`src/hw/fsg_pkg.sv`:
```
// Package for the flash security command gate: register map, fields, commands.
// Assumes a 32-bit APB slave at 10 MHz; block numbers are eight bits wide.
package fsg_pkg;
    // Register byte offsets
    localparam logic [7:0] CMD_OFS      = 8'h00;
    localparam logic [7:0] SEC_REQ_OFS  = 8'h04;
    localparam logic [7:0] FLAGS_OFS    = 8'h08;
    localparam logic [7:0] STATUS_OFS   = 8'h0C;
    localparam logic [7:0] INT_STAT_OFS = 8'h10;
    localparam logic [7:0] INT_MASK_OFS = 8'h14;

    // Field layout of CMD: opcode, first and last block
    localparam int CMD_OP_LSB   = 0;
    localparam int CMD_BLK0_LSB = 8;
    localparam int CMD_BLK1_LSB = 16;
    // Field layout of SEC_REQ and FLAGS: flag bits, end boot block
    localparam int FLG_LSB      = 0;
    localparam int BOOT_END_LSB = 8;
    // Flag bit positions
    localparam int F_CHIP_DIS  = 0;
    localparam int F_BLK_DIS   = 1;
    localparam int F_PROG_DIS  = 2;
    localparam int F_READ_DIS  = 3;
    localparam int F_BOOT_PROT = 4;
    localparam int NFLAGS      = 5;
    // STATUS bits
    localparam int ST_BUSY   = 0;
    localparam int ST_ACC    = 1;
    localparam int ST_REJ    = 2;
    localparam int ST_OP_LSB = 4;
    // Interrupt bits
    localparam int IRQ_DONE = 0;
    localparam int IRQ_REJ  = 1;
    localparam int NIRQ     = 2;

    // Reset values
    localparam logic [NFLAGS-1:0] FLAGS_RST    = 5'h00;
    localparam logic [7:0]        BOOT_END_RST = 8'h00;
    localparam logic [NIRQ-1:0]   MASK_RST     = 2'h0;

    // Commands of the programming link
    typedef enum logic [2:0] {
        OP_NONE  = 3'h0,
        OP_CHIP  = 3'h1,
        OP_BLOCK = 3'h2,
        OP_PROG  = 3'h3,
        OP_READ  = 3'h4,
        OP_SEC   = 3'h5
    } op_e;
endpackage

```
`src/hw/flash_security_command_gate.sv`:
```
// Flash security command gate: APB registers, command sequencer, flag store.
// Assumes a flash engine on the same clock that pulses flash_done per command.
`timescale 1ns/10ps
module flash_security_command_gate
    import fsg_pkg::*;
#(
    parameter bit SINGLE_SUPPLY = 1'b1 // Zero builds the two-supply variant
)(
    input  wire logic        clk,         // 10 MHz system clock
    input  wire logic        rst_n,       // Asynchronous reset, active low
    input  wire logic        psel,        // APB select
    input  wire logic        penable,     // APB access phase
    input  wire logic        pwrite,      // APB write
    input  wire logic [7:0]  paddr,       // APB byte address
    input  wire logic [31:0] pwdata,      // APB write data
    output logic             pready,      // APB ready
    output logic [31:0]      prdata,      // APB read data
    output logic             pslverr,     // APB error on unmapped address
    input  wire logic        flash_done,  // Flash engine finished the operation
    output logic             flash_start, // One-cycle start to the flash engine
    output logic [2:0]       flash_op,    // Operation for the flash engine
    output logic [7:0]       flash_first, // First block for the flash engine
    output logic [7:0]       flash_last,  // Last block for the flash engine
    output logic             irq          // Level interrupt
);
    // Idle waits for a command, check forms the verdict in one cycle,
    // run waits on the flash engine; a security command never enters run
    // because it only touches the flag store
    typedef enum logic [1:0] {S_IDLE, S_CHECK, S_RUN} state_e;

    state_e              state_r;      // Sequencer state
    logic                pready_r;     // Registered ready
    logic [31:0]         prdata_r;     // Registered read data
    logic                pslverr_r;    // Registered error
    logic [2:0]          op_r;         // Command held for checking
    logic [7:0]          first_r;      // Held first block
    logic [7:0]          last_r;       // Held last block
    logic [NFLAGS-1:0]   req_flags_r;  // Flags staged for the next security command
    logic [7:0]          req_end_r;    // End boot block staged
    logic [NFLAGS-1:0]   flags_r;      // Enforced flags
    logic [7:0]          boot_end_r;   // Enforced end boot block
    logic                acc_r;        // Last command accepted
    logic                rej_r;        // Last command rejected
    logic [NIRQ-1:0]     int_stat_r;   // Sticky interrupt status
    logic [NIRQ-1:0]     int_mask_r;   // Interrupt enables
    logic                start_r;      // Flash start pulse
    logic [2:0]          fop_r;        // Flash operation
    logic [7:0]          ffirst_r;     // Flash first block
    logic [7:0]          flast_r;      // Flash last block
    logic                irq_r;        // Interrupt output

    // Decode and event strobes, all combinational on the same clock
    logic                acc_en;       // Access completes this edge
    logic                wr_en;        // Write completes this edge
    logic                mapped;       // Address decodes to a register
    logic                cmd_wr;       // Command register written
    logic                allow;        // Checker verdict
    logic                ev_done;      // Command finished event
    logic                ev_rej;       // Command rejected event
    logic [31:0]         rd_mux;       // Read data before the register
    logic [NFLAGS-1:0]   flag_mask;    // Flags that exist in this variant

    // Boot protect bit is absent in the two-supply build
    assign flag_mask = SINGLE_SUPPLY ? 5'h1F : 5'h0F;

    // An access completes on the edge where ready is already high, so a write
    // lands exactly once even if select stays up for a following setup
    assign acc_en = psel && penable && pready_r;
    assign wr_en  = acc_en && pwrite;
    assign mapped = (paddr == CMD_OFS) || (paddr == SEC_REQ_OFS) || (paddr == FLAGS_OFS)
                 || (paddr == STATUS_OFS) || (paddr == INT_STAT_OFS)
                 || (paddr == INT_MASK_OFS);
    // Commands written while busy are dropped; software polls busy first
    // A dropped write raises no error, so the host must read the result bits
    assign cmd_wr = wr_en && (paddr == CMD_OFS) && (state_r == S_IDLE);

    // Verdict is formed before any flash action is started
    fsg_cmd_check u_check (
        .op        (op_r),
        .blk_first (first_r),
        .blk_last  (last_r),
        .flags     (flags_r),
        .boot_end  (boot_end_r),
        .allow     (allow)
    );

    // Events last one cycle each and feed only the sticky status bits
    assign ev_rej  = (state_r == S_CHECK) && !allow;
    assign ev_done = ((state_r == S_RUN) && flash_done)
                  || ((state_r == S_CHECK) && allow && (op_r == OP_SEC));

    // APB handshake: one wait cycle so read data can come from a register
    always_ff @(posedge clk or negedge rst_n) begin
        if (!rst_n) begin
            pready_r  <= 1'b0;
            pslverr_r <= 1'b0;
        end else begin
            pready_r  <= psel && penable && !pready_r;
            pslverr_r <= psel && penable && !pready_r && !mapped;
        end
    end

    // Read multiplexer, unmapped addresses read zero
    always_comb begin
        rd_mux = 32'h0000_0000;
        case (paddr)
            CMD_OFS: begin
                rd_mux = {8'h00, last_r, first_r, 5'h00, op_r};
            end
            SEC_REQ_OFS: begin
                rd_mux = {16'h0000, req_end_r, 3'h0, req_flags_r};
            end
            FLAGS_OFS: begin
                rd_mux = {16'h0000, boot_end_r, 3'h0, flags_r};
            end
            STATUS_OFS: begin
                // Busy is live state; result bits hold until the next check
                rd_mux = {25'h0000000, op_r, 1'b0, rej_r, acc_r, state_r != S_IDLE};
            end
            INT_STAT_OFS: begin
                rd_mux = {30'h00000000, int_stat_r};
            end
            INT_MASK_OFS: begin
                rd_mux = {30'h00000000, int_mask_r};
            end
            default: begin
                rd_mux = 32'h0000_0000;
            end
        endcase
    end

    // Read data captured as ready rises
    // Capturing one cycle early keeps the output straight from a flip-flop,
    // at the cost of the single wait state that every access pays
    always_ff @(posedge clk or negedge rst_n) begin
        if (!rst_n) begin
            prdata_r <= 32'h0000_0000;
        end else if (psel && penable && !pready_r && !pwrite) begin
            prdata_r <= rd_mux;
        end
    end

    // Command capture, held until the sequencer is idle again
    // Bits outside the opcode and the block range are ignored
    always_ff @(posedge clk or negedge rst_n) begin
        if (!rst_n) begin
            op_r    <= OP_NONE;
            first_r <= 8'h00;
            last_r  <= 8'h00;
        end else if (cmd_wr) begin
            op_r    <= pwdata[CMD_OP_LSB +: 3];
            first_r <= pwdata[CMD_BLK0_LSB +: 8];
            last_r  <= pwdata[CMD_BLK1_LSB +: 8];
        end
    end

    // Staged security request; writing it changes no enforcement
    // The two-supply build strips the boot bit and end block on the way in
    always_ff @(posedge clk or negedge rst_n) begin
        if (!rst_n) begin
            req_flags_r <= FLAGS_RST;
            req_end_r   <= BOOT_END_RST;
        end else if (wr_en && (paddr == SEC_REQ_OFS)) begin
            req_flags_r <= pwdata[FLG_LSB +: NFLAGS] & flag_mask;
            req_end_r   <= SINGLE_SUPPLY ? pwdata[BOOT_END_LSB +: 8] : BOOT_END_RST;
        end
    end

    // Sequencer: check, then run the flash or report a refusal
    always_ff @(posedge clk or negedge rst_n) begin
        if (!rst_n) begin
            state_r <= S_IDLE;
        end else begin
            case (state_r)
                S_IDLE: begin
                    if (cmd_wr) begin
                        state_r <= S_CHECK;
                    end
                end
                S_CHECK: begin
                    // Security command needs no flash engine cycle here
                    if (allow && (op_r != OP_SEC)) begin
                        state_r <= S_RUN;
                    end else begin
                        state_r <= S_IDLE;
                    end
                end
                S_RUN: begin
                    // No timeout: a silent flash engine keeps the gate busy
                    if (flash_done) begin
                        state_r <= S_IDLE;
                    end
                end
                default: begin
                    state_r <= S_IDLE;
                end
            endcase
        end
    end

    // Flash engine request, only ever for an accepted command
    // Operation and range stay on the outputs after the pulse so the engine
    // may sample them late; they change only when the next command starts
    always_ff @(posedge clk or negedge rst_n) begin
        if (!rst_n) begin
            start_r  <= 1'b0;
            fop_r    <= OP_NONE;
            ffirst_r <= 8'h00;
            flast_r  <= 8'h00;
        end else begin
            start_r <= (state_r == S_CHECK) && allow && (op_r != OP_SEC);
            if ((state_r == S_CHECK) && allow && (op_r != OP_SEC)) begin
                fop_r    <= op_r;
                ffirst_r <= first_r;
                flast_r  <= last_r;
            end
        end
    end

    // Enforced flags: set by security command, partly cleared by chip erase
    // Flags are volatile here: reset returns the device to an open state
    // Chip-erase and boot-protect disables survive a completed chip erase
    always_ff @(posedge clk or negedge rst_n) begin
        if (!rst_n) begin
            flags_r    <= FLAGS_RST;
            boot_end_r <= BOOT_END_RST;
        end else if ((state_r == S_CHECK) && allow && (op_r == OP_SEC)) begin
            // Flags only accumulate, so boot protect is never dropped
            flags_r <= flags_r | (req_flags_r & flag_mask);
            // Boot area is frozen once protection is in force
            if (!flags_r[F_BOOT_PROT]) begin
                boot_end_r <= req_end_r;
            end
        end else if ((state_r == S_RUN) && flash_done && (fop_r == OP_CHIP)) begin
            flags_r[F_BLK_DIS]  <= 1'b0;
            flags_r[F_PROG_DIS] <= 1'b0;
            flags_r[F_READ_DIS] <= 1'b0;
        end
    end

    // Result of the last command
    // Both bits are rewritten together when the next command is checked
    always_ff @(posedge clk or negedge rst_n) begin
        if (!rst_n) begin
            acc_r <= 1'b0;
            rej_r <= 1'b0;
        end else if (state_r == S_CHECK) begin
            acc_r <= allow;
            rej_r <= !allow;
        end
    end

    // Sticky status, write one to clear; a new event beats the clear
    always_ff @(posedge clk or negedge rst_n) begin
        if (!rst_n) begin
            int_stat_r <= 2'h0;
        end else begin
            for (int i = 0; i < NIRQ; i++) begin
                if ((i == IRQ_DONE && ev_done) || (i == IRQ_REJ && ev_rej)) begin
                    int_stat_r[i] <= 1'b1;
                end else if (wr_en && (paddr == INT_STAT_OFS) && pwdata[i]) begin
                    int_stat_r[i] <= 1'b0;
                end
            end
        end
    end

    // Interrupt mask
    // A masked event still sets its status bit and can be polled
    always_ff @(posedge clk or negedge rst_n) begin
        if (!rst_n) begin
            int_mask_r <= MASK_RST;
        end else if (wr_en && (paddr == INT_MASK_OFS)) begin
            int_mask_r <= pwdata[NIRQ-1:0];
        end
    end

    // Interrupt level, one cycle behind status
    // The extra register keeps the pin free of glitches across status writes
    always_ff @(posedge clk or negedge rst_n) begin
        if (!rst_n) begin
            irq_r <= 1'b0;
        end else begin
            irq_r <= |(int_stat_r & int_mask_r);
        end
    end

    // Every output is a plain copy of a register
    assign pready      = pready_r;
    assign prdata      = prdata_r;
    assign pslverr     = pslverr_r;
    assign flash_start = start_r;
    assign flash_op    = fop_r;
    assign flash_first = ffirst_r;
    assign flash_last  = flast_r;
    assign irq         = irq_r;
endmodule

```
`src/hw/fsg_cmd_check.sv`:
```
// Combinational permission check for one flash command against the live flags.
// Assumes flags and boot end are already the enforced copies, not the request.
`timescale 1ns/10ps
module fsg_cmd_check
    import fsg_pkg::*;
(
    input  wire logic [2:0]        op,        // Command opcode
    input  wire logic [7:0]        blk_first, // First block of the range
    input  wire logic [7:0]        blk_last,  // Last block of the range
    input  wire logic [NFLAGS-1:0] flags,     // Enforced protection flags
    input  wire logic [7:0]        boot_end,  // Enforced end boot block
    output logic                   allow      // High when the command may run
);
    logic in_boot; // Range touches the boot area
    logic bad_rng; // Range is reversed

    // Boot area is block zero through the end boot block inclusive
    assign in_boot = flags[F_BOOT_PROT] && (blk_first <= boot_end);
    assign bad_rng = blk_first > blk_last;

    // Permission table, one branch per command
    always_comb begin
        case (op)
            OP_CHIP: begin
                // Program disable alone never blocks a whole-chip erase
                allow = !flags[F_CHIP_DIS] && !flags[F_BOOT_PROT];
            end
            OP_BLOCK: begin
                allow = !flags[F_BLK_DIS] && !flags[F_PROG_DIS]
                     && !flags[F_CHIP_DIS] && !in_boot && !bad_rng;
            end
            OP_PROG: begin
                // Read disable leaves erase and program usable
                allow = !flags[F_PROG_DIS] && !in_boot && !bad_rng;
            end
            OP_READ: begin
                allow = !flags[F_READ_DIS];
            end
            OP_SEC: begin
                allow = 1'b1;
            end
            default: begin
                allow = 1'b0; // Unknown opcodes are refused
            end
        endcase
    end
endmodule

```
`config.mk`:
```
export PLATFORM = sky130hd
export DESIGN_NAME = flash_security_command_gate
export DESIGN_NICKNAME = d
export VERILOG_FILES = /design/src/hw/fsg_pkg.sv /design/src/hw/flash_security_command_gate.sv /design/src/hw/fsg_cmd_check.sv
export SDC_FILE = /design/constraint.sdc
export NUM_CORES = 1
export LEC_CHECK = 0
export ABC_AREA = 1
export BUFFER_PORTS_ARGS = -buffer_cell sky130_fd_sc_hd__buf_4
export CELL_PAD_IN_SITES_DETAIL_PLACEMENT = 1
export CELL_PAD_IN_SITES_GLOBAL_PLACEMENT = 2
export CORE_ASPECT_RATIO = 1.2
export CORE_MARGIN = 5
export CORE_UTILIZATION = 34
export CTS_BUF_LIST = sky130_fd_sc_hd__clkbuf_8
export CTS_CLUSTER_SIZE = 25
export DETAILED_ROUTE_END_ITERATION = 10
export PLACE_DENSITY_LB_ADDON = 0.1
export SYNTH_ARGS = -nofsm -noshare
export SYNTH_HDL_FRONTEND = slang
export SYNTH_HIERARCHICAL = 1
export SYNTH_SLANG_ARGS = --single-unit
```
`constraint.sdc`:
```
create_clock -name clk -period 2.5 [get_ports clk]
set_clock_uncertainty 0.15 [all_clocks]
set_input_delay 0.125 -clock clk [delete_from_list [all_inputs] [get_ports clk]]
set_output_delay 0.125 -clock clk [all_outputs]
set_load 0.01 [all_outputs]
```
### After elaboration in Yosys (flattened, before gate mapping)

Index checks and enable logic that the tools add are counted.

| word-level totals | value |
|---|---|
| register bits after elaboration | 108 |
| input bits | 46 |
| output and inout bits | 55 |
| word-level logic and storage cells | 109 |

| operators by class | value |
|---|---|
| order comparisons | 2 |
| equality and inequality tests | 16 |
| mux-type cells | 12 |
| bitwise logic cells | 3 |
| reductions and logical operators | 54 |

Operator list:

| cell | count |
|---|---|
| 24-bit case mux with 6 select lines | 1 |
| 1-bit logical AND | 28 |
| 8-bit by 4-bit == test with 1-bit output (second input constant) | 2 |
| 8-bit by 5-bit == test with 1-bit output (second input constant) | 2 |
| 1-bit logical NOT | 11 |
| 8-bit by 3-bit == test with 1-bit output (second input constant) | 1 |
| 8-bit greater-than comparator | 1 |
| 8-bit less-or-equal comparator | 1 |
| 8-bit logical NOT | 1 |
| 2-bit nonzero test | 4 |
| 3-bit by 1-bit == test with 1-bit output (second input constant) | 2 |
| 3-bit by 2-bit == test with 1-bit output (second input constant) | 2 |
| 3-bit == test (second input constant) | 2 |
| 1-bit logical OR | 6 |
| 2-bit two-way mux | 3 |
| 3-bit two-way mux | 2 |
| 2-bit case mux with 3 select lines | 1 |
| 5-bit bitwise OR | 1 |
| 1-bit case mux with 5 select lines | 1 |
| 1-bit two-way mux | 4 |
| 2-bit != test (second input constant) | 2 |
| 2-bit AND reduction | 2 |
| 3-bit != test (second input constant) | 1 |
| 2-bit bitwise AND | 1 |
| other kinds (5) | 5 |

### Depth between registers and ports, before layout

Gate-level depths: netlist (run 1).

| depth | value |
|---|---|
| depth in word-level cells | 10 |
| gate-level depth with buffers | 19 |
| depth with buffers taken out | 18 |

### Modules after synthesis

Netlist (run 1), hierarchy kept.

By module, submodules not included:

| module | instances | cells each | area an instance (um^2) | sequential area each (um^2) |
|---|---|---|---|---|
| flash_security_command_gate | 1 | 498 | 4611.9 | 2477.4 |
| fsg_cmd_check | 1 | 82 | 481.7 | 0.0 |

### Least setup slack after synthesis (run 1)

OpenSTA, ideal clock, no wires.

| timing path | value |
|---|---|
| path type | reg2reg |
| start | register first_r[7] |
| end | register boot_end_r[5] |
| library setup time | 118 ps |
| data arrival time | 1861 ps |
| data required time | 2232 ps |
| setup slack | 371 ps |
| cell stages (with the launch flop) | 14 |
| path buffers | 1 |
| period minus slack after synthesis | 2129 ps |
| cells stage by stage | dfrtp_1 > ha_1 > a21o_1 > nor2_1 > nand2_1 > a21oi_1 > nand2_1 > nand2_1 > nand2_4 > nor2_4 > nand2_4 > buf_6 > nand2_1 > o21ai_2 |

| on the way | value |
|---|---|
| cells in the longest elaborated chain, start to end | 9 |
| elaborated cells between the ends (all ways) | 13 |
| those cells by class | order compare (2); mux (1); reduce/logical (10) |

RTL lines:

| element | RTL line | text |
|---|---|---|
| start: declaration | flash_security_command_gate.sv:36 | `logic [7:0] first_r;` |
| start signal: assignment | flash_security_command_gate.sv:152 | `first_r <= pwdata[CMD_BLK0_LSB +: 8];` |
| 8-bit less-or-equal comparator | fsg_cmd_check.sv:18 | `assign in_boot = flags[F_BOOT_PROT] && (blk_first <= boot_end);` |
| 1-bit logical AND | fsg_cmd_check.sv:18 |  |
| 1-bit logical NOT | fsg_cmd_check.sv:30, fsg_cmd_check.sv:34 |  |
| 1-bit logical AND, on equally long branches (2 in series) | fsg_cmd_check.sv:34, fsg_cmd_check.sv:30 |  |
| 1-bit case mux with 5 select lines (*) | fsg_cmd_check.sv:23 | `case (op)` |
| net allow | flash_security_command_gate.sv:57 | `logic allow;` |
| 1-bit logical AND (*) (2 in series) | flash_security_command_gate.sv:227 | `end else if ((state_r == S_CHECK) && allow && (op_r == OP_SEC)) begin` |
| 2-bit AND reduction (no source line) (*) | n/a |  |
| end signal: assignment | flash_security_command_gate.sv:232 | `boot_end_r <= req_end_r;` |
| end: declaration | flash_security_command_gate.sv:41 | `logic [7:0] boot_end_r;` |

Mark *: on every way through the listed nets, which the timed path passes. The rest lies on a longest branch.
A chain may end at the register's enable or synchronous reset.

### Worst setup path in the final report (run 1)

| timing path | value |
|---|---|
| start | register last_r[1] |
| end | register boot_end_r[3] |

| on the way | value |
|---|---|
| cells in the longest elaborated chain, start to end | 7 |
| elaborated cells between the ends (all ways) | 8 |
| those cells by class | order compare (1); mux (1); reduce/logical (6) |

RTL lines:

| element | RTL line | text |
|---|---|---|
| start: declaration | flash_security_command_gate.sv:37 | `logic [7:0] last_r;` |
| start signal: assignment | flash_security_command_gate.sv:153 | `last_r <= pwdata[CMD_BLK1_LSB +: 8];` |
| 8-bit greater-than comparator (*) | fsg_cmd_check.sv:19 | `assign bad_rng = blk_first > blk_last;` |
| 1-bit logical NOT (*) | fsg_cmd_check.sv:30, fsg_cmd_check.sv:34 |  |
| 1-bit logical AND, on equally long branches | fsg_cmd_check.sv:34, fsg_cmd_check.sv:30 |  |
| 1-bit case mux with 5 select lines (*) | fsg_cmd_check.sv:23 |  |
| net allow | flash_security_command_gate.sv:57 |  |
| 1-bit logical AND (*) (2 in series) | flash_security_command_gate.sv:227 |  |
| 2-bit AND reduction (no source line) (*) | n/a |  |

Marks and branches as above.

==> metrics.md, run 1 <==
| Metric | Value |
|---|---|
| Post-synthesis cell count | 580 |
| Hold Vio Cnt, Final | 0 |
| Crit path kind | register to register |
| Die ar. | between 15000 and 20000 sq um |
| Clk sink count | roughly 100 |
| Area Overhead vs Synth | 26.5% |
| First-pass GRT wire length | between 20 and 25 mm |
| IO Port Bufs | 80 |
| Total CTS buffers | 9 |
| CTS H-tree lvls | 3 |
| Ys async rst share | 1.00 |
| Worst setup EP type | register |
| Vias | 4082 |
| Power density cells | 466 nW/um^2 |
| Hold Path Class | input port to register |
| Die width | 122 microns |
| Total gr overflow | 0 |
| Synth area leader | dfrtp_1 |
| 1st-iter DRT viols | 92 |
| Sw Share | 0.232 |
| Number of global-route vias before repair | 4417 |
| CTS tree | done |
| Max-cap violations | 0 |
| Clock power frac | 0.399 |
| F_max | 0.422 GHz |
| Combinational fraction of design power | 0.064 |
| Nets | 764 |
| Clock Latency Late Sink | 0.39 ns |
| GRT Resource Usage Total | 0.169 |
| Min cycle time layout | 2.37 ns |
| Max-slew violations | 0 |
| WHS Path Cells | 4 |
| Final Cycle Share | 0.948 |
| Avg Cell Area, Syn | 8.78 sq um |
| Yosys top cell area share | 0.486 |
| Final setup viols | 0 |
| Via density | 4.48 |
| Core Util, Final | 0.434 |
| Post-route DRC | 0 |
| Ports | a little over 100 |
| Largest cells by area after synthesis | dfrtp_1 (49%), nand2_1 (14%), inv_1 (5.4%) |
| Register area share after synthesis | 0.486 |
| Synth Flop Type | dfrtp_1 |
| Top cells by instance count after synthesis | nand2_1 (184), dfrtp_1 (99), inv_1 (73) |
| Fillers | 1776 |
| Leakage | 3.46 nW |
| Synth Cell Area | 5090 sq um |
| Layout cell share with drive strength beyond 1 | 0.283 |
| Routed Antenna Nets | 0 |
| Pint | 2.31 mW |
| Netlist cell types | 39 |
| Clk root buf | clkbuf_8 |
| Most numerous cell in the Yosys netlist | nand2_1 |
| Final setup margin | 0.131 ns |
| Reg power frac | 0.537 |
| Routed Wire Length | 14.1 mm |
| Clk pin slew, worst setup/hold paths | 0.10 ns |
| Worst setup SP type | register |
| Ant diodes | 0 |
| Peak VDD IR | around 220 uV |
| Antenna violations before repair | 0 |
| Routed len/inst | roughly 15 microns |
| Hpwl dp | 10.3 mm |
| Ys Warns | 6 |
| Setup WS pre-CTS | -0.0358 ns |
| Status | complete, no violations |
| Site Rows | 49 |
| Worst Path Max Fanout | 16 |
| WP data required | 2.63 ns |
| Area of the core | 14800 sq um |
| Initial Util | 0.343 |
| R2R cell count | 16 |
| WP data arrival | between 2 and 3 ns |
| Psw | 0.696 mW |
| Pin count of the biggest net entering global routing | 55 |
| Die H | 144 microns |
| FF+latch count, synth | 99 |
| Placer congestion estimate | 0.789 |
| EDFF count, synth | 0 |
| Max clock buf depth | 2 |
| Drt first pass iters | 4 |
==> what timing repair did <==
item,in CTS,in global routing
gates resized for setup,1,13
endpoints found under the setup margin,8,30
setup buffers,0,7
hold buffers,27,0
pin swaps,0,2
hold endpoints to repair,139,0
==> state kept, by name, indices dropped and copies added (netlist names), 2 cells and up <==
name	count
prdata	23
flash_first	8
flash_last	8
int_stat_r	2
flash_op	3
first_r	8
int_mask_r	2
req_flags_r	5
flags_r	5
req_end_r	8
boot_end_r	8
last_r	8
op_r	3
state_r	2
==> final cells by class <==
cell class / count / area [sq um] / share of cell area
clock buffers: 11 / 151 / 0.0235
clock inverters: 5 / 75.1 / 0.0117
inverters: 80 / 310 / 0.0482
multi-input cells: 381 / 2100 / 0.326
flip-flops and latches: 99 / 2480 / 0.385
well taps: 204 / 255 / 0.0396
repair buffers: 131 / 1070 / 0.166
==> metrics by stage <==
stage | TNS (ns) | power (mW) | instance area, sq um | cells | hold slack, ns
after floorplan | 0 | 1.71 | 5120 | 588 | -0.321
after global placement | 0 | 1.80 | 5860 | 861 | -0.0854
after detailed placement | -0.0688 | 1.81 | 5860 | 861 | -0.0903
after CTS | 0 | 3.04 | 6360 | 904 | 0.00818
after global routing | -0.0386 | 3.12 | 6440 | 911 | 0.0265
final | 0 | 3.00 | 6440 | 911 | 0.0236
==> cells by family after synthesis <==
| logic type | count (synthesis) | share of synthesized area |
|---|---|---|
| AND/OR/NAND/NOR | 270 | 0.242 |
| buffers and inverters | 108 | 0.111 |
| flip-flops | 99 | 0.486 |
| AO/OA/AOI/OAI | 86 | 0.121 |
| adder cells (fa/ha/maj) | 16 | 0.0393 |
| other | 1 | 0.000736 |
==> power groups by stage <==
stage	clock network [mW]	logic (mW)	registers [mW]
2_1_floorplan	0	0.0661	1.64
3_3_place_gp	0	0.160	1.64
3_5_place_dp	0	0.163	1.64
4_1_cts	1.23	0.197	1.61
5_1_grt	1.29	0.216	1.61
6_report	1.20	0.192	1.61
==> critical path, stage by stage, from the launching register on <==
cell     delay (ns)
dfrtp_1        0.44
inv_1          0.09
ha_1           0.30
nand2_1        0.07
nand2_1        0.05
nand2_1        0.05
nand2_1        0.04
nand2_1        0.05
nand2_1        0.06
a21oi_2        0.12
nand2_1        0.07
nand2_2        0.10
nand2_4        0.09
nor2_4         0.24
nand2_8        0.15
nand2_1        0.11
o21ai_2        0.05
==> path summary, 6_finish.rpt <==
path                           start  slack [ns]             to
hold reg to reg            prdata[5]        0.34      prdata[5]
setup reg to reg           last_r[1]        0.13  boot_end_r[3]
hold / removal              paddr[6]        0.02        pslverr
min in group asynchronous      rst_n        0.03  int_mask_r[1]
setup / recovery           last_r[1]        0.13  boot_end_r[3]
max in group asynchronous      rst_n        1.51     first_r[5]
==> placed cells by master, fill, tap and decap left out, drive strengths merged, types with 11 or more instances in the layout <==
master	count
nand2	193
buf	104
dfrtp	99
inv	79
o21ai	60
nor2	36
nand3	33
dlygate4sd3	27
ha	16
clkbuf	11
==> per-layer routing <==
metal  wire length, microns  vias to the layer above  part of all wire  global-route usage
li1                       -                     2047                 -                   -
met1                   5960                     1960              0.42               0.203
met2                   7350                       62              0.52               0.308
met3                    506                       13             0.036              0.0223
met4                    238                        0             0.017              0.0619
met5                      0                        -                 0                   0
No activity file was read; power rests on OpenSTA's default activity.
==> inputs of run 2 (changes only) <==
--- a/config.mk
+++ b/config.mk
@@ -15,6 +15,7 @@
 export CTS_BUF_LIST = sky130_fd_sc_hd__clkbuf_8
 export CTS_CLUSTER_SIZE = 25
 export DETAILED_ROUTE_END_ITERATION = 10
+export HOLD_SLACK_MARGIN = 0.05
 export PLACE_DENSITY_LB_ADDON = 0.1
 export SYNTH_ARGS = -nofsm -noshare
 export SYNTH_HDL_FRONTEND = slang
==> metrics.md, run 2 (synthesis results as in run 1) <==
| Metric | Value |
|---|---|
| Area of the core | 14800 sq um (unchanged) |
| Site Rows | 49 (unchanged) |
| Relative slew slack | 0.285 |
| Leakage | 3.47 nW (+0.34%) |
| WP data arrival | 2.50 ns (about the same) |
| Footprint of the multi-input gates | 2100 sq um (about the same) |
| First-pass GRT wire length | 23.2 mm (+1.3%) |
| Worst setup SP type | register |
| CTS H-tree lvls | 3 (unchanged) |
| Total gr overflow | 0 (unchanged) |
| Area Overhead vs Synth | 27.1% |
| Min cycle time layout | 2.37 ns (+0.000517 ns) |
| Setup WS pre-CTS | -0.0358 ns (unchanged) |
| Seq. cell area | 2480 sq um (about the same) |
| R2r setup slk | 0.13 ns (about the same) |
| Max clock buf depth | 2 (unchanged) |
| Psw | 0.692 mW (-0.63%) |
| R2R cell count | 16 (unchanged) |
| Worst Path Max Fanout | 16 (unchanged) |
| Max-cap violations | 0 (unchanged) |
| Clk sink count | 99 (unchanged) |
| Die H | 144 microns (unchanged) |
| Initial Util | 0.343 (unchanged) |
| GRT Resource Usage Total | 0.172 (+0.00257) |
| Die width | 122 microns (unchanged) |
| Die ar. | 17500 sq um (unchanged) |
| Cell family with most CP delay | simple AND/OR/NAND/NOR gates |
| Levels on crit path | 16 (unchanged) |
| Crit path kind | register to register |
| Drt first pass iters | 4 (unchanged) |
| Sw Share | 0.230 (-0.00139) |
| Placer congestion estimate | 0.789 (unchanged) |
| CP cell instances | inv_1 -> ha_1 -> nand2_1 -> nand2_1 -> nand2_1 -> nand2_1 -> nand2_1 -> nand2_1 -> a21oi_2 -> nand2_1 -> nand2_2 -> nand2_4 -> nor2_4 -> nand2_8 -> nand2_1 -> o21ai_2 |
| WP data required | 2.63 ns (about the same) |
| Core Util, Final | 0.436 (+0.00219) |
| Pin count of the biggest net entering global routing | 55 (unchanged) |
| Fillers | 1773 (-0.17%) |
| Total CTS buffers | 9 (unchanged) |
| Max stage delay on crit path | 0.44 ns (about the same) |
| CTS tree | done |
| Number of global-route vias before repair | 4465 (+1.1%) |
| Worst setup EP type | register |
| Post-route DRC | 0 (unchanged) |
| F_max | 0.422 GHz (about the same) |
| Ports | 101 (unchanged) |
| Most common cell after layout, fill and taps aside | nand2_1 |
| Routed len/inst | 15.5 microns (+0.28%) |
| Layout cell share with drive strength beyond 1 | 0.279 (-0.00401) |
| Power density cells | 463 nW/um^2 (-0.53%) |
| R2R Path End | boot_end_r[3] |
| Ant diodes | 0 (unchanged) |
| Clk pin slew, worst setup/hold paths | 0.10 ns (about the same) |
| Peak VDD IR | 217 uV (about the same) |
| Final setup margin | 0.130 ns (-0.000517 ns) |
| Final setup viols | 0 (unchanged) |
| Reg power frac | 0.537 (about the same) |
| Most frequent cell on the critical path | nand2_1 |
| End point of the critical path | boot_end_r[3] |
| Pint | 2.31 mW (+0.15%) |
| Clock power frac | 0.397 (-0.002) |
| Clock Latency Late Sink | 0.39 ns (about the same) |
| Hpwl dp | 10.3 mm (unchanged) |
| Final Cycle Share | 0.948 (about the same) |
| Vias | 4091 (+0.22%) |
| Antenna violations before repair | 0 (unchanged) |
| RSZ-0062 raised after global routing | yes |
| 1st-iter DRT viols | 90 (-2.2%) |
| Worst Path Buf+Inv | 1 (unchanged) |
| Via density | 4.48 (-0.11%) |
| Status | complete, no violations |
| Most frequent cells in the layout | nand2_1 (183), buf_4 (101), dfrtp_1 (95) |
| Nets | 767 (+0.39%) |
| Slew @ Worst Pin | ~1.1 ns |
| Routed Wire Length | 14.1 mm (+0.61%) |
| Max-slew violations | 0 (unchanged) |
| Clk root buf | clkbuf_8 |
| Largest register FFs | 23 (unchanged) |
| Pwr Total | 3.00 mW (about the same) |
| Routed Antenna Nets | 0 (unchanged) |
| Combinational fraction of design power | 0.066 (+0.002) |
| Hold Vio Cnt, Final | 0 (unchanged) |
| CP Launch Point | last_r[1] |
| Fin Hold WS | 0.0544 ns (+0.0308 ns) |
| Hold Path Class | input port to register |
| Critical-path top delay cell | dfrtp_1 |
| Reg-to-Reg Start | last_r[1] |
| IO Port Bufs | 80 (unchanged) |
[run 2: changes by cell type in the layout (fill, tap and decap cells not counted), sizes merged]
cell	previous run	this run
buf	104	103
dlygate4sd3	27	31
[run 2: final cells by class]
type / instances / share of cell area
repair buffers: 134 / 0.170
inverters: 80 / 0.0479
multi-input cells: 381 / 0.325
well taps: 204 / 0.0394
clock buffers: 11 / 0.0234
flip-flops and latches: 99 / 0.383
clock inverters: 5 / 0.0116
[run 2: worst min-delay path by stage]
| stage | startpoint | cells past startpoint | to |
|---|---|---|---|
| 6_report | paddr[1] | 6 | prdata[6] |
| 5_1_grt | paddr[1] | 6 | prdata[6] |
| 4_1_cts | paddr[1] | 4 | pslverr |
| 3_5_place_dp | rst_n | 1 | int_mask_r[1] |
| 3_3_place_gp | rst_n | 1 | int_mask_r[1] |
| 2_1_floorplan | rst_n | 0 | acc_r |
[run 2: metrics by stage]
step,TNS (ns),cell area [sq um],instances
after global placement,0,5860,861
final,0,6480,914
after floorplan,0,5120,588
after global routing,-0.0527,6480,914
after detailed placement,-0.0688,5860,861
after CTS,0,6400,908
[run 2: power by group through the flow]
stage	Combinational [mW]	Clock (mW)	Sequential, mW
2_1_floorplan	0.0661	0	1.64
3_3_place_gp	0.160	0	1.64
3_5_place_dp	0.163	0	1.64
4_1_cts	0.202	1.23	1.61
5_1_grt	0.222	1.29	1.61
6_report	0.198	1.19	1.61
[run 2: timing repair]
action / 4_1_cts / 5_1_grt
resized for setup: 1 / 12
pin swaps: 0 / 1
setup endpoints to repair: 8 / 32
gates cloned: 0 / 0
buffers inserted: 0 / 6
hold buffers: 31 / 0
endpoints found under the hold margin: 139 / 0
[run 2: tightest hold or removal path, delay by kind of cell]
kind          cells  cell delay [ns]
buf+inv           2             0.12
simple gates      4             0.31
[run 2: routing by layer]
| layer | GRT usage | part of all wire | vias up |
|---|---|---|---|
| met5 | 0 | 0 | - |
| met4 | 0.0619 | 0.017 | 0 |
| met3 | 0.0215 | 0.030 | 13 |
| met2 | 0.315 | 0.53 | 61 |
| met1 | 0.205 | 0.43 | 1963 |
| li1 | - | - | 2054 |
==> inputs of run 3 (changes only) <==
==> constraint.sdc (replaced) <==
create_clock -name clk -period 2.55 [get_ports clk]
set_clock_uncertainty 0.15 [all_clocks]
set_input_delay 0.1275 -clock clk [delete_from_list [all_inputs] [get_ports clk]]
set_output_delay 0.1275 -clock clk [all_outputs]
set_load 0.01 [all_outputs]
==> metrics.md, run 3 (synthesis results as in run 1) <==
| Metric | Value |
|---|---|
| Cell count after placement | 862 (+0.12%) |
| Pwr Total | 2.80 mW (-6.7%) |
| Die width | 122 microns (unchanged) |
| End point of the critical path | flags_r[2] |
| Max clock buf depth | 2 (unchanged) |
| WP data required | 2.70 ns (+0.07 ns) |
| Drt first pass iters | 4 (unchanged) |
| Fin Hold WS | 0.0639 ns (+0.00952 ns) |
| Post-route DRC | 0 (unchanged) |
| Site Rows | 49 (unchanged) |
| Status | complete, no violations |
| Hold Vio Cnt, Final | 0 (unchanged) |
| Clk pin slew, worst setup/hold paths | 0.09 ns (about the same) |
| Clk sink count | 99 (unchanged) |
| Routed Wire Length | 13.9 mm (-1.5%) |
| Clk root buf | clkbuf_8 |
| Hold Path Class | input port to register |
| R2R Path End | flags_r[2] |
| F_max | 0.419 GHz (-0.67%) |
| First-pass GRT wire length | 23.3 mm (+0.45%) |
| Pin count of the biggest net entering global routing | 50 (-9.1%) |
| Antenna violations before repair | 0 (unchanged) |
| Routed len/inst | 15.3 microns (-1.1%) |
| Setup_tns | 0 ns (unchanged) |
| Largest register FFs | 23 (unchanged) |
| Area of the core | 14800 sq um (unchanged) |
| Clock Latency Late Sink | 0.38 ns (about the same) |
| Placer congestion estimate | 0.776 (-1.7%) |
| IO Port Bufs | 80 (unchanged) |
| Die ar. | 17500 sq um (unchanged) |
| Routed Antenna Nets | 0 (unchanged) |
| Relative slew slack | 0.558 (+0.274) |
| Ports | 101 (unchanged) |
| Ant diodes | 0 (unchanged) |
| CTS H-tree lvls | 3 (unchanged) |
| RSZ-0062 raised after global routing | no |
| Total CTS buffers | 9 (unchanged) |
| GRT Resource Usage Total | 0.171 (-0.000620) |
| Most frequent cells in the layout | nand2_1 (183), buf_4 (99), dfrtp_1 (97) |
| Final non-filler cell total | 910 (-0.44%) |
| Total gr overflow | 0 (unchanged) |
| Via density | 4.55 (+1.7%) |
| Initial Util | 0.343 (unchanged) |
| Power density cells | 437 nW/um^2 (-5.8%) |
| Reg-to-Reg Start | first_r[1] |
| Min cycle time layout | 2.39 ns (+0.0161 ns) |
| Vias | 4144 (+1.3%) |
| Fillers | 1817 (+2.5%) |
| Number of global-route vias before repair | 4549 (+1.9%) |
| Max-slew violations | 0 (unchanged) |
| Nets | 763 (-0.52%) |
| Worst Path Max Fanout | 6 (-10) |
| Leakage | 3.44 nW (-0.77%) |
| Final setup viols | 0 (unchanged) |
| Hpwl dp | 10.4 mm (+1.0%) |
| Peak VDD IR | 190 uV (-12%) |
| Worst setup EP type | register |
| CP Launch Point | first_r[1] |
| Layout cell share with drive strength beyond 1 | 0.273 (-0.00550) |
| Most common cell after layout, fill and taps aside | nand2_1 |
| Worst setup SP type | register |
| R2R cell count | 15 (-1) |
| R2r setup slk | 0.16 ns (+0.03 ns) |
| CTS tree | done |
| 1st-iter DRT viols | 87 (-3.3%) |
| Footprint of the multi-input gates | 2120 sq um (+0.65%) |
| Die H | 144 microns (unchanged) |
| Seq. cell area | 2480 sq um (-0.10%) |
| Crit path kind | register to register |
| Max-cap violations | 0 (unchanged) |
| Area Overhead vs Synth | 25.9% |
| WP data arrival | 2.54 ns (+0.04 ns) |
| Final Cycle Share | 0.936 (-0.0123) |
| Slew @ Worst Pin | 0.663 ns (-0.407 ns) |
-- run 3: what timing repair did --
item	in CTS	in global routing
hold buffers	30	0
endpoints found under the hold margin	86	0
endpoints found under the setup margin	0	25
resized for setup	0	7
buffers inserted	0	2
-- run 3: area by class of cell --
| type | count | area share |
|---|---|---|
| flip-flops and latches | 99 | 0.387 |
| multi-input cells | 381 | 0.330 |
| repair buffers | 130 | 0.166 |
| inverters | 80 | 0.0480 |
| well taps | 204 | 0.0398 |
| clock buffers | 9 | 0.0193 |
| clock inverters | 7 | 0.0107 |
-- run 3: worst min-delay path by stage --
stage,cells past startpoint,from,slack (ns),to
floorplan,0,rst_n,-0.32,acc_r
global placement,1,rst_n,0.04,irq
detailed placement,1,rst_n,0.05,irq
CTS,4,paddr[1],0.06,pslverr
global route,6,paddr[1],0.09,prdata[5]
finish,6,paddr[1],0.06,prdata[5]
-- run 3: worst max-delay path, cell delays in order, from the launching register on --
cell     delay, ns
dfrtp_1       0.47
ha_1          0.34
nand2_1       0.08
nand2_1       0.05
nand2_1       0.05
nand2_1       0.04
nand2_1       0.05
nand2_1       0.06
a21oi_1       0.12
nand2_1       0.08
nand2_2       0.10
nand2_4       0.09
nor2_4        0.23
buf_4         0.17
inv_1         0.06
o21ai_0       0.16
-- run 3: through the flow --
| stage | utilization | setup WS, ns | area (sq um) |
|---|---|---|---|
| after CTS | 0.429 | 0.108 | 6360 |
| after global placement | 0.396 | 0.170 | 5870 |
| after global routing | 0.432 | 0.00701 | 6410 |
| after floorplan | - | 0.421 | 5120 |
| after detailed placement | 0.396 | 0.119 | 5870 |
| final | 0.432 | 0.164 | 6410 |
-- run 3: power by group --
| group | internal, mW | switching, mW | total, mW |
|---|---|---|---|
| combinational | 0.0846 | 0.106 | 0.190 |
| clock | 0.450 | 0.580 | 1.03 |
| sequential | 1.58 | 0.00475 | 1.58 |
-- run 3: layer usage --
metal  wire (microns)  vias to the layer above  track usage  share of wire
li1                 -                     2049            -              -
met1             6040                     2005        0.212           0.43
met2             7200                       68        0.302           0.52
met3              400                       22       0.0282          0.029
met4              280                        0       0.0602          0.020
met5                0                        -            0              0
